File: src/core/ahs_cfg.svh
/*
 Constants of the axis homing sequencer: axis count, register word
 indices, field positions. Assumes a 32-bit AHB-Lite register bus.
*/
`ifndef AHS_CFG_SVH
`define AHS_CFG_SVH
`define AHS_NAX 5
`define AHS_IDX_CFG 6'h00
`define AHS_IDX_DIR 6'h01
`define AHS_IDX_FEED 6'h02
`define AHS_IDX_GEAR 6'h03
`define AHS_IDX_OPT 6'h04
`define AHS_IDX_CMD 6'h05
`define AHS_IDX_STAT 6'h06
`define AHS_IDX_FIN 6'h07
`define AHS_GRP_SCALAR 3'h0
`define AHS_GRP_RAPID 3'h1
`define AHS_GRP_LOW 3'h2
`define AHS_GRP_LNEG 3'h3
`define AHS_GRP_LPOS 3'h4
`define AHS_CFG_BLK_BIT 1
`define AHS_CFG_PROG_BIT 3
`define AHS_CFG_NO_MARKER_VARIANT_SEL_BIT 6
`define AHS_CFG_MARKER_PULSE_USE_SEL_BIT 7
`define AHS_OPT_ABS_BIT 0
`define AHS_OPT_LIM_BIT 6
`define AHS_OPT_GRAT_LSB 8
`define AHS_CMD_SEL_LSB 0
`define AHS_CMD_START_BIT 8
`define AHS_CMD_PROG_BIT 9
`define AHS_CMD_CAP_BIT 10
`define AHS_CMD_ABORT_BIT 11
`define AHS_ST_HOMED_LSB 0
`define AHS_ST_VALID_LSB 8
`define AHS_ST_BUSY_LSB 16
`define AHS_ST_TRIP_LSB 24
`endif

File: src/core/ahs_pkg.sv
/*
 Types of the axis homing sequencer. Assumes ahs_cfg.svh on the
 include path.
*/
`include "ahs_cfg.svh"
package ahs_pkg;
	typedef enum logic [2:0] {AHS_IDLE, AHS_RAPID, AHS_LOW, AHS_FINAL,
		AHS_DONE} ahs_st_t;
	typedef logic signed [31:0] ahs_pos_t;
	typedef struct packed {
		logic en;
		logic rev;
		logic [15:0] speed;
	} ahs_drive_t;
	typedef struct packed {
		logic s1;
		logic s2;
		logic s3;
		logic lvl;
		logic rise;
		logic fall;
	} ahs_sync_t;
	typedef struct packed {
		ahs_st_t [`AHS_NAX-1:0] st;
		logic [`AHS_NAX-1:0] flip;
		ahs_drive_t [`AHS_NAX-1:0] drv;
		ahs_pos_t [`AHS_NAX-1:0] org;
		logic [`AHS_NAX-1:0] valid;
		logic [`AHS_NAX-1:0] homed;
		logic [`AHS_NAX-1:0] trip;
		logic [7:0] cfg;
		logic [`AHS_NAX-1:0] axis_home_dir_bit;
		logic [`AHS_NAX-1:0] feed_rev;
		logic [31:0] gear;
		logic abs_en;
		logic lim_en;
		logic [`AHS_NAX-1:0] grat;
		logic [15:0] final_search_speed;
		logic [`AHS_NAX-1:0][15:0] rapid;
		logic [`AHS_NAX-1:0][15:0] low;
		ahs_pos_t [`AHS_NAX-1:0] lneg;
		ahs_pos_t [`AHS_NAX-1:0] lpos;
		logic wr;
		logic [5:0] widx;
		logic [31:0] rdata;
	} ahs_state_t;
endpackage

File: src/core/ahs_pin_sync.sv
/*
 Three-stage pin synchroniser with agreement filter and edge pulses.
 Assumes the pin is asynchronous to hclk.
*/
`timescale 1ns/1ps
module ahs_pin_sync
	import ahs_pkg::*;
(
	input wire logic hclk,
	input wire logic hresetn,
	input wire logic pin,
	output logic level,
	output logic rise,
	output logic fall
);
	ahs_sync_t q, d;

	always_comb
	begin
		d = q;
		d.s1 = pin;
		d.s2 = q.s1;
		d.s3 = q.s2;
		d.rise = 1'b0;
		d.fall = 1'b0;
		if (q.s2 == q.s3)
		begin
			d.lvl = q.s3;
			d.rise = q.s3 & ~q.lvl;
			d.fall = ~q.s3 & q.lvl;
		end
	end

	always_ff @(posedge hclk or negedge hresetn)
	begin
		if (!hresetn)
			q <= '0;
		else
			q <= d;
	end

	assign level = q.lvl;
	assign rise = q.rise;
	assign fall = q.fall;

	a_sync_rise: assert property (@(posedge hclk) disable iff (!hresetn)
		rise |-> level && !$past(level) && !fall)
		else $error("rise pulse without a new level");
	a_sync_once: assert property (@(posedge hclk) disable iff (!hresetn)
		rise |=> !rise)
		else $error("one edge gave two pulses");
endmodule

File: src/core/ahs_top.sv
/*
 Axis homing sequencer: AHB-Lite register slave, per-axis home return
 state machines, origin capture and soft travel limits.
 Assumes hclk at 200 MHz, position feedback on hclk, switch and
 marker pins asynchronous to hclk.
*/
`timescale 1ns/1ps
`include "ahs_cfg.svh"
module ahs_top
	import ahs_pkg::*;
(
	input wire logic hclk,
	input wire logic hresetn,
	input wire logic hsel,
	input wire logic [31:0] haddr,
	input wire logic [1:0] htrans,
	input wire logic hwrite,
	input wire logic [2:0] hsize,
	input wire logic [31:0] hwdata,
	input wire logic hready,
	output logic hreadyout,
	output logic hresp,
	output logic [31:0] hrdata,
	input wire logic [`AHS_NAX-1:0] axis_decel_switch_in,
	input wire logic [`AHS_NAX-1:0] marker_pulse_in,
	input wire ahs_pos_t [`AHS_NAX-1:0] axis_pos,
	output ahs_drive_t [`AHS_NAX-1:0] axis_drive,
	output logic [`AHS_NAX-1:0] axis_homed,
	output logic [`AHS_NAX-1:0] axis_limit_trip,
	output logic [`AHS_NAX-1:0] grating_fitted
);
	ahs_state_t s_q, s_d;
	logic [`AHS_NAX-1:0] dec_rise, dec_fall, mk_rise;
	logic [`AHS_NAX-1:0] sel, go, at_org, busy;
	logic cmd_wr, cap, abort, programmed_home_cmd, bus_ok;
	logic home_block_variant_sel, marker_pulse_use_sel;
	logic no_marker_variant_sel;
	logic [2:0] wgrp, rgrp;
	logic [2:0] wax, rax;
	logic [31:0] rd_val;
	ahs_pos_t rel;

	genvar g;
	generate
		for (g = 0; g < `AHS_NAX; g++)
		begin : g_pin
			ahs_pin_sync u_dec
			(
				.hclk(hclk),
				.hresetn(hresetn),
				.pin(axis_decel_switch_in[g]),
				.level(),
				.rise(dec_rise[g]),
				.fall(dec_fall[g])
			);
			ahs_pin_sync u_mk
			(
				.hclk(hclk),
				.hresetn(hresetn),
				.pin(marker_pulse_in[g]),
				.level(),
				.rise(mk_rise[g]),
				.fall()
			);
		end
	endgenerate

	// Shared mode bits for every axis
	assign home_block_variant_sel = s_q.cfg[`AHS_CFG_BLK_BIT];
	assign marker_pulse_use_sel = s_q.cfg[`AHS_CFG_MARKER_PULSE_USE_SEL_BIT];
	assign no_marker_variant_sel = s_q.cfg[`AHS_CFG_NO_MARKER_VARIANT_SEL_BIT];

	// Command word decode in the write data phase
	assign cmd_wr = s_q.wr && (s_q.widx == `AHS_IDX_CMD);
	assign sel = cmd_wr ? hwdata[`AHS_CMD_SEL_LSB +: `AHS_NAX] : '0;
	assign programmed_home_cmd = hwdata[`AHS_CMD_PROG_BIT]
		& ~s_q.cfg[`AHS_CFG_PROG_BIT];
	assign go = sel & {`AHS_NAX{hwdata[`AHS_CMD_START_BIT]
		| programmed_home_cmd}};
	assign cap = cmd_wr & hwdata[`AHS_CMD_CAP_BIT] & s_q.abs_en;
	assign abort = cmd_wr & hwdata[`AHS_CMD_ABORT_BIT];

	assign bus_ok = hsel & hready & htrans[1] & (haddr[31:8] == 24'h0);
	assign rgrp = haddr[7:5];
	assign rax = haddr[4:2];
	assign wgrp = s_q.widx[5:3];
	assign wax = s_q.widx[2:0];

	always_comb
	begin
		for (int i = 0; i < `AHS_NAX; i++)
		begin
			at_org[i] = (axis_pos[i] == s_q.org[i]);
			busy[i] = (s_q.st[i] != AHS_IDLE);
		end
	end

	// Register read mux, unmapped words read zero
	always_comb
	begin
		rd_val = 32'h0;
		if (rgrp == `AHS_GRP_SCALAR)
		begin
			case (haddr[7:2])
				`AHS_IDX_CFG: rd_val[7:0] = s_q.cfg;
				`AHS_IDX_DIR: rd_val[`AHS_NAX-1:0] = s_q.axis_home_dir_bit;
				`AHS_IDX_FEED: rd_val[`AHS_NAX-1:0] = s_q.feed_rev;
				`AHS_IDX_GEAR: rd_val = s_q.gear;
				`AHS_IDX_OPT:
				begin
					rd_val[`AHS_OPT_ABS_BIT] = s_q.abs_en;
					rd_val[`AHS_OPT_LIM_BIT] = s_q.lim_en;
					rd_val[`AHS_OPT_GRAT_LSB +: `AHS_NAX] = s_q.grat;
				end
				`AHS_IDX_STAT:
				begin
					rd_val[`AHS_ST_HOMED_LSB +: `AHS_NAX] = s_q.homed;
					rd_val[`AHS_ST_VALID_LSB +: `AHS_NAX] = s_q.valid;
					rd_val[`AHS_ST_BUSY_LSB +: `AHS_NAX] = busy;
					rd_val[`AHS_ST_TRIP_LSB +: `AHS_NAX] = s_q.trip;
				end
				`AHS_IDX_FIN: rd_val[15:0] = s_q.final_search_speed;
				default: rd_val = 32'h0;
			endcase
		end
		else if (rax < 3'(`AHS_NAX))
		begin
			case (rgrp)
				`AHS_GRP_RAPID: rd_val[15:0] = s_q.rapid[rax];
				`AHS_GRP_LOW: rd_val[15:0] = s_q.low[rax];
				`AHS_GRP_LNEG: rd_val = s_q.lneg[rax];
				`AHS_GRP_LPOS: rd_val = s_q.lpos[rax];
				default: rd_val = 32'h0;
			endcase
		end
	end

	always_comb
	begin
		s_d = s_q;
		rel = '0;
		// Address phase
		s_d.wr = bus_ok & hwrite;
		s_d.widx = haddr[7:2];
		if (bus_ok && !hwrite)
			s_d.rdata = rd_val;
		// Data phase writes
		if (s_q.wr && wgrp == `AHS_GRP_SCALAR)
		begin
			case (s_q.widx)
				`AHS_IDX_CFG: s_d.cfg = hwdata[7:0];
				`AHS_IDX_DIR:
				begin
					s_d.axis_home_dir_bit = hwdata[`AHS_NAX-1:0];
					s_d.valid = s_q.valid & ~(s_q.axis_home_dir_bit
						^ hwdata[`AHS_NAX-1:0]);
				end
				`AHS_IDX_FEED:
				begin
					s_d.feed_rev = hwdata[`AHS_NAX-1:0];
					s_d.valid = s_q.valid & ~(s_q.feed_rev
						^ hwdata[`AHS_NAX-1:0]);
				end
				`AHS_IDX_GEAR:
				begin
					s_d.gear = hwdata;
					if (hwdata != s_q.gear)
						s_d.valid = '0;
				end
				`AHS_IDX_OPT:
				begin
					s_d.abs_en = hwdata[`AHS_OPT_ABS_BIT];
					s_d.lim_en = hwdata[`AHS_OPT_LIM_BIT];
					s_d.grat = hwdata[`AHS_OPT_GRAT_LSB +: `AHS_NAX];
				end
				`AHS_IDX_FIN: s_d.final_search_speed = hwdata[15:0];
				default: s_d.cfg = s_q.cfg;
			endcase
		end
		else if (s_q.wr && wax < 3'(`AHS_NAX))
		begin
			case (wgrp)
				`AHS_GRP_RAPID: s_d.rapid[wax] = hwdata[15:0];
				`AHS_GRP_LOW: s_d.low[wax] = hwdata[15:0];
				`AHS_GRP_LNEG: s_d.lneg[wax] = hwdata;
				`AHS_GRP_LPOS: s_d.lpos[wax] = hwdata;
				default: s_d.gear = s_q.gear;
			endcase
		end
		// Per-axis home return sequence
		for (int i = 0; i < `AHS_NAX; i++)
		begin
			unique case (s_q.st[i])
				AHS_IDLE:
					if (go[i])
					begin
						s_d.st[i] = AHS_RAPID;
						s_d.valid[i] = 1'b0;
						s_d.flip[i] = 1'b0;
					end
					else if (cap && sel[i])
					begin
						s_d.org[i] = axis_pos[i];
						s_d.valid[i] = 1'b1;
					end
				AHS_RAPID:
					if (dec_rise[i])
					begin
						if (!marker_pulse_use_sel && no_marker_variant_sel)
							s_d.st[i] = AHS_DONE;
						else
						begin
							s_d.st[i] = AHS_LOW;
							s_d.flip[i] = home_block_variant_sel;
						end
					end
				AHS_LOW:
					if (dec_fall[i])
						s_d.st[i] = marker_pulse_use_sel ? AHS_FINAL
							: AHS_DONE;
				AHS_FINAL:
					if (mk_rise[i])
						s_d.st[i] = AHS_DONE;
				AHS_DONE:
				begin
					s_d.st[i] = AHS_IDLE;
					s_d.org[i] = axis_pos[i];
					s_d.valid[i] = 1'b1;
				end
			endcase
			if (abort)
				s_d.st[i] = AHS_IDLE;
			// Drive outputs follow the next state
			s_d.drv[i].rev = s_d.axis_home_dir_bit[i] ^ s_d.flip[i];
			s_d.drv[i].en = 1'b1;
			unique case (s_d.st[i])
				AHS_RAPID: s_d.drv[i].speed = s_d.rapid[i];
				AHS_LOW: s_d.drv[i].speed = s_d.low[i];
				AHS_FINAL: s_d.drv[i].speed = s_d.final_search_speed;
				AHS_IDLE, AHS_DONE:
				begin
					s_d.drv[i].en = 1'b0;
					s_d.drv[i].speed = 16'h0;
				end
			endcase
			s_d.homed[i] = s_q.valid[i] & at_org[i];
			rel = ahs_pos_t'(axis_pos[i] - s_q.org[i]);
			s_d.trip[i] = s_q.lim_en & s_q.valid[i]
				& ((rel < s_q.lneg[i]) | (rel > s_q.lpos[i]));
		end
	end

	always_ff @(posedge hclk or negedge hresetn)
	begin
		if (!hresetn)
			s_q <= '0;
		else
			s_q <= s_d;
	end

	assign hreadyout = 1'b1;
	assign hresp = 1'b0;
	assign hrdata = s_q.rdata;
	assign axis_drive = s_q.drv;
	assign axis_homed = s_q.homed;
	assign axis_limit_trip = s_q.trip;
	assign grating_fitted = s_q.grat;

	a_reset_no_origin: assert property (@(posedge hclk)
		disable iff (!hresetn) !$past(hresetn) |-> s_q.valid == '0)
		else $error("origin valid right after reset");
	a_rapid_speed: assert property (@(posedge hclk)
		disable iff (!hresetn) s_q.st[0] == AHS_RAPID
		|-> s_q.drv[0].en && s_q.drv[0].speed == s_q.rapid[0])
		else $error("rapid approach speed wrong");
	a_block_speed: assert property (@(posedge hclk)
		disable iff (!hresetn) s_q.st[0] == AHS_LOW
		|-> s_q.drv[0].en && s_q.drv[0].speed == s_q.low[0])
		else $error("switch block speed wrong");
	a_final_speed: assert property (@(posedge hclk)
		disable iff (!hresetn) s_q.st[0] == AHS_FINAL
		|-> s_q.drv[0].speed == s_q.final_search_speed)
		else $error("final search speed wrong");
	a_marker_halt: assert property (@(posedge hclk)
		disable iff (!hresetn) s_q.st[0] == AHS_FINAL && mk_rise[0]
		|=> !s_q.drv[0].en ##1 s_q.valid[0])
		else $error("axis did not halt on marker");
	a_homed_at_org: assert property (@(posedge hclk)
		disable iff (!hresetn) s_q.homed[0]
		|-> $past(at_org[0]) && $past(s_q.valid[0]))
		else $error("homed while away from origin");
	a_rapid_dir: assert property (@(posedge hclk)
		disable iff (!hresetn) s_q.st[0] == AHS_RAPID
		|-> s_q.drv[0].rev == s_q.axis_home_dir_bit[0])
		else $error("home direction wrong");
	a_dir_loss: assert property (@(posedge hclk)
		disable iff (!hresetn) s_q.wr && s_q.widx == `AHS_IDX_DIR
		&& hwdata[0] != s_q.axis_home_dir_bit[0]
		&& s_q.st[0] != AHS_DONE |=> !s_q.valid[0])
		else $error("origin kept after direction change");
	a_limit_off: assert property (@(posedge hclk)
		disable iff (!hresetn) !$past(s_q.lim_en) |-> !s_q.trip[0])
		else $error("limit trip while limits disabled");
	a_start_clears: assert property (@(posedge hclk)
		disable iff (!hresetn) s_q.st[0] == AHS_IDLE && go[0]
		|=> !s_q.valid[0])
		else $error("origin kept at home start");
	a_block_flip: assert property (@(posedge hclk)
		disable iff (!hresetn) s_q.st[3] == AHS_RAPID && dec_rise[3]
		&& !abort && marker_pulse_use_sel
		|=> s_q.drv[3].rev == (s_q.axis_home_dir_bit[3]
		^ $past(home_block_variant_sel)))
		else $error("direction after switch wrong");
	a_marker_mode: assert property (@(posedge hclk)
		disable iff (!hresetn) s_q.st[0] == AHS_LOW && dec_fall[0]
		&& !abort |=> s_q.st[0] == ($past(marker_pulse_use_sel)
		? AHS_FINAL : AHS_DONE))
		else $error("wrong step after switch release");
	a_variant_b_stop: assert property (@(posedge hclk)
		disable iff (!hresetn) s_q.st[1] == AHS_RAPID && dec_rise[1]
		&& !abort && !marker_pulse_use_sel && no_marker_variant_sel
		|=> s_q.st[1] == AHS_DONE)
		else $error("variant B did not stop at switch");
	a_idle_stopped: assert property (@(posedge hclk)
		disable iff (!hresetn) s_q.st[0] == AHS_IDLE
		|-> !s_q.drv[0].en)
		else $error("idle axis still driven");
	a_done_origin: assert property (@(posedge hclk)
		disable iff (!hresetn) s_q.st[0] == AHS_DONE && !abort
		|=> s_q.valid[0] && s_q.org[0] == $past(axis_pos[0]))
		else $error("origin not latched on completion");
	a_cap_origin: assert property (@(posedge hclk)
		disable iff (!hresetn) s_q.st[4] == AHS_IDLE && cap && sel[4]
		&& !go[4]
		|=> s_q.valid[4] && s_q.org[4] == $past(axis_pos[4]))
		else $error("zero capture did not latch origin");
	a_prog_blocked: assert property (@(posedge hclk)
		disable iff (!hresetn) cmd_wr && hwdata[`AHS_CMD_PROG_BIT]
		&& !hwdata[`AHS_CMD_START_BIT]
		&& s_q.cfg[`AHS_CFG_PROG_BIT] && s_q.st[0] == AHS_IDLE
		|=> s_q.st[0] == AHS_IDLE)
		else $error("program command ran while disabled");
	a_grating_out: assert property (@(posedge hclk)
		disable iff (!hresetn) s_q.wr && s_q.widx == `AHS_IDX_OPT
		|=> grating_fitted
		== $past(hwdata[`AHS_OPT_GRAT_LSB +: `AHS_NAX]))
		else $error("grating setting not kept");
	a_limit_trip: assert property (@(posedge hclk)
		disable iff (!hresetn) s_q.lim_en && s_q.valid[4]
		&& ($signed(axis_pos[4] - s_q.org[4]) > s_q.lpos[4])
		|=> s_q.trip[4])
		else $error("limit exceeded without trip");
endmodule

File: config.mk
export PLATFORM = sky130hd
export DESIGN_NAME = ahs_top
export DESIGN_NICKNAME = d
export VERILOG_FILES = /design/src/core/ahs_pkg.sv /design/src/core/ahs_pin_sync.sv /design/src/core/ahs_top.sv
export VERILOG_INCLUDE_DIRS = /design/src /design/src/core
export SDC_FILE = /design/constraint.sdc
export NUM_CORES = 2
export LEC_CHECK = 0
export BUFFER_PORTS_ARGS = -buffer_cell sky130_fd_sc_hd__buf_2
export CAP_MARGIN = 20
export CORE_UTILIZATION = 40
export CTS_BUF_LIST = sky130_fd_sc_hd__clkbuf_8
export DETAILED_ROUTE_END_ITERATION = 12
export GPL_ROUTABILITY_DRIVEN = 0
export HOLD_SLACK_MARGIN = 0.15
export SYNTH_ARGS = -nofsm -noshare
export SYNTH_HDL_FRONTEND = slang
export SYNTH_HIERARCHICAL = 1
export SYNTH_SLANG_ARGS = --single-unit
export TNS_END_PERCENT = 100
File: constraint.sdc
create_clock -name hclk -period 14.2 [get_ports hclk]
set_clock_uncertainty 0.05 [all_clocks]
set_input_delay 2.13 -clock hclk [delete_from_list [all_inputs] [get_ports hclk]]
set_output_delay 2.13 -clock hclk [all_outputs]
set_load 0.02 [all_outputs]
# After elaboration in Yosys (flattened, before gate mapping)
# Index checks and enable logic that the tools add are counted.
[word_totals]
elab_cells = 506
out_inout_bits = 139
register_bits = 932
inputBits = 244
[classes]
eq_ne = 86
n_reduce_logical = 54
n_mux = 148
add_sub_neg = 5
bitwise_logic = 83
order_cmp = 15
[ops]
columns = ["operator", "count"]
rows = [
  ["$mux W480", 2],
  ["$mux W32", 15],
  ["$pmux W16 S4", 6],
  ["$bwmux W160", 2],
  ["$mux W160", 2],
  ["$pmux W32 S2", 5],
  ["$bmux W32 S3", 2],
  ["$bwmux W80", 2],
  ["$eq A32 B32 Y1", 5],
  ["$gt A32 B32 Y1", 5],
  ["$lt A32 B32 Y1", 5],
  ["$mux W80", 2],
  ["$sub A32 B32 Y32", 5],
  ["$bmux W16 S3", 2],
  ["$demux W32 S3", 1],
  ["$mux W3", 29],
  ["$mux W16", 5],
  ["$pmux W3 S5", 5],
  ["$eq A3 B2 Y1 const B", 24],
  ["$demux W16 S3", 1],
  ["$and A1 B1 Y1", 43],
  ["$eq A3 B1 Y1 const B", 12],
  ["$eq A3 B3 Y1 const B", 12],
  ["$eq A6 B3 Y1 const B", 6],
  ["other kinds (38)", 193],
]

# Depth between registers and ports, before layout
[logic_depth]
ltp_word = 10
mapped_depth = 23
mapped_depth_nobuf = 23

# By module
# Netlist, hierarchy kept.
[modules_own_cells]
columns = ["module", "n_inst", "cells_each", "area_each_um2", "seq_area_each_um2"]
rows = [
  ["ahs_top", 1, 5651, 55530.8, 21946.0],
  ["ahs_pin_sync", 10, 9, 178.9, 150.1],
]

# Worst setup path before layout
# No wires, ideal clock.
[synth_timing]
path_kind = "input-to-reg"
startpoint = "input port axis_pos[96] in the netlist's numbering"
endpoint = "register s_q, in the netlist axis_limit_trip[3]"
t_arrival_ns = 6.528
path_stages = 21
path_buffers = 0
setup_ns = 0.066
slack_ns = 7.556
t_required_ns = 14.084
cell_sequence = "inv_1 -> ha_1 -> inv_1 -> fa_1 -> a21o_1 -> a221oi_1 -> a211oi_1 -> o2111ai_1 -> a31oi_1 -> or4_1 -> a31oi_1 -> o21ai_0 -> xor2_1 -> ha_1 -> a21oi_1 -> nor2b_1 -> a2111oi_0 -> o211a_1 -> o31ai_1 -> a2111oi_0 -> o311a_1"
[synth_lines]
columns = ["item", "line", "source"]
rows = [
  ["start, declared", "ahs_top.sv:26", "input wire ahs_pos_t [`AHS_NAX-1:0] axis_pos,"],
  ["end signal, assigned", "ahs_top.sv:256", "s_q <= '0;"],
  ["end signal, assigned", "ahs_top.sv:258", "s_q <= s_d;"],
  ["end, declared", "ahs_top.sv:32", "ahs_state_t s_q, s_d;"],
]

==> impl_metrics.yaml <==
floorplanning:
  start_util_pct: 40.4
  row_count: 138
  die_area_sq_mm: 0.144
  die_h_um: 380
  io-pin-count: 383
  die_w_um: 380
  coreArea_sq_mm: 0.142
setup_path:
  start_kind: "input port"
  ff2ff_setup_slack_ps: 8300
  cp.arrival_ps: 7770
  worst-path-max-fanout: 4
  worstSetupEndpointType: "flip-flop"
  cp_data_required_time_ps: 15000
  critPathKind: "input port to flip-flop"
clocking:
  clock_path_buffers: 3
  numCtsBuffers: 171
  clock-sinks: 932
  hold_buffers: 0
  cts_tree: "yes"
  clk_pin_slew_ps: 60
  clk_latency_ps: 920
  htreeDepth: 4
  clockRootBuffer: "clkbuf_8"
  cts.repair.resized: 0
  cts_setup_buffers: 0
power:
  vdd_ir_drop_max_mv: 0.0898
  p_leak_nw: 31.8
  total_power_mw: 9.28
  p_per_area_mw_per_mm2: 146
sta:
  fin_crit_ps: 6960
  maxSlewViolCount: 0
  hold_viol: 0
  rsz0062_at_grt: "no"
  fin_tns_setup_ps: 0
  fin_crit_sh_pct: 49.0
  relSlewSlack_pct: 17.1
  tightest_slew_ps: 1230
  finalSetupViolCount: 0
  whs_ps: 294
  clock.fmax_mhz: 144
global_routing:
  antenna_found_initial: 23
  grt_pass1_vias: 43231
  gr-total-overflow: 0
  grt_max_degree: 157
  grt_usage_pct: 26.1
  grt_pass1_wl_um: 281000
finish:
  drive_above_1_share_pct: 20.0
  syn2layout_area_growth_pct: 11.4
  nNetsFinal: 6652
  n_fill_cell: 13595
route:
  via_count: 44827
  wl_per_cell_um: 24.0
  drtIter0Drc: 4537
  avgViaCountPerCell: 5.62
  ant_nets: 0
  first_pass_iters: 6
  route.detailed.drc: 0
  routed_wl_um: 191000
flow_run:
  max-cap-violations: 0
min_path:
  min_path_type: "flip-flop to flip-flop"
synth:
  synth_warnings: 6
  synthCells: 5731
  synth_fp_nets: 6450
  synth_area_sq_mm: 0.0572
  synth_area_per_cell_sq_um: 9.97
placement:
  dp_hpwl_um: 142000
  numPortBuffers: 374
run_status:
  outcome: "completed"
==> worst paths after layout <==
| kind | from | to | cells after the start |
|---|---|---|---|
| worst max-delay path | axis_pos[96] | axis_limit_trip[3]$_DFF_PN0_ | 22 |
| max in group asynchronous | hresetn | s_q[526]$_DFF_PN0_ | 4 |
| worst max register to register | s_q[703]$_DFFE_PN0P_ | axis_limit_trip[3]$_DFF_PN0_ | 20 |
| worst min register to register | g_pin[4].u_mk/d[4]$_DFF_PN0_ | g_pin[4].u_mk/d[3]$_DFF_PN0_ | 0 |
| worst min-delay path | g_pin[4].u_mk/d[4]$_DFF_PN0_ | g_pin[4].u_mk/d[3]$_DFF_PN0_ | 0 |
| min in group asynchronous | hresetn | s_q[623]$_DFFE_PN0P_ | 1 |
==> placed cells by master, fill, tap and decap left out, drive strengths merged, types with 36 or more instances in the layout <==
cell    count
a21o      174
a21oi     277
buf       440
clkbuf    221
dfrtp     932
ha        470
inv       639
mux2      331
mux2i     198
mux4       99
nand2     484
nand2b     38
nand3      47
nand4      92
nor2      212
nor2b      54
nor3       75
o21a       36
o21ai     493
o22ai      48
o32ai      40
xnor2     112
xor2       64
==> cell type report <==
class	count	area (sq um)	area share, %
multi-input combinational	3791	29600	46.4
sequential	932	23300	36.6
clock buffer	221	3040	4.78
timing repair buffer	440	2470	3.89
tap	1890	2360	3.71
inverter	597	2240	3.52
clock inverter	91	622	0.977
antenna	13	32.5	0.0511
==> per-layer routing <==
metal / track usage (%) / wire length (um)
met5: 0 / 92
met4: 9.27 / 7060
met3: 6.63 / 16600
met2: 37.7 / 81200
met1: 37.5 / 86400
==> worst max-delay path, cell delays in order <==
cell and delay [ps]:
buf_2 120, inv_1 60, ha_1 170, inv_1 60, fa_1 400, a21o_1 190, a221oi_1 450, a211oi_1 220
o2111ai_1 290, a31oi_1 200, or4_1 440, a31oi_1 350, o21ai_0 170, xor2_1 350, ha_1 320, a21oi_1 150
nor2b_1 70, a2111oi_0 680, o211a_1 250, o31ai_1 60, a2111oi_0 430, o311a_1 190
==> through the flow <==
step | instances | utilization, % | cell area, sq um | setup slack (ps)
after floorplan | 5731 | - | 57200 | 7560
after global placement | 7646 | 42.3 | 59900 | 6380
after detailed placement | 7646 | 42.3 | 59900 | 6340
after CTS | 7958 | 44.9 | 63600 | 7340
after global routing | 7969 | 45.0 | 63600 | 6770
final | 7975 | 45.0 | 63700 | 7240
==> power breakdown <==
part / internal [mW] / total (mW) / switching [mW]
sequential: 2.90 / 3.04 / 0.141
clock: 1.51 / 2.77 / 1.25
combinational: 1.28 / 3.48 / 2.20
total: 5.69 / 9.28 / 3.59
No activity file was read; power rests on OpenSTA's default activity.
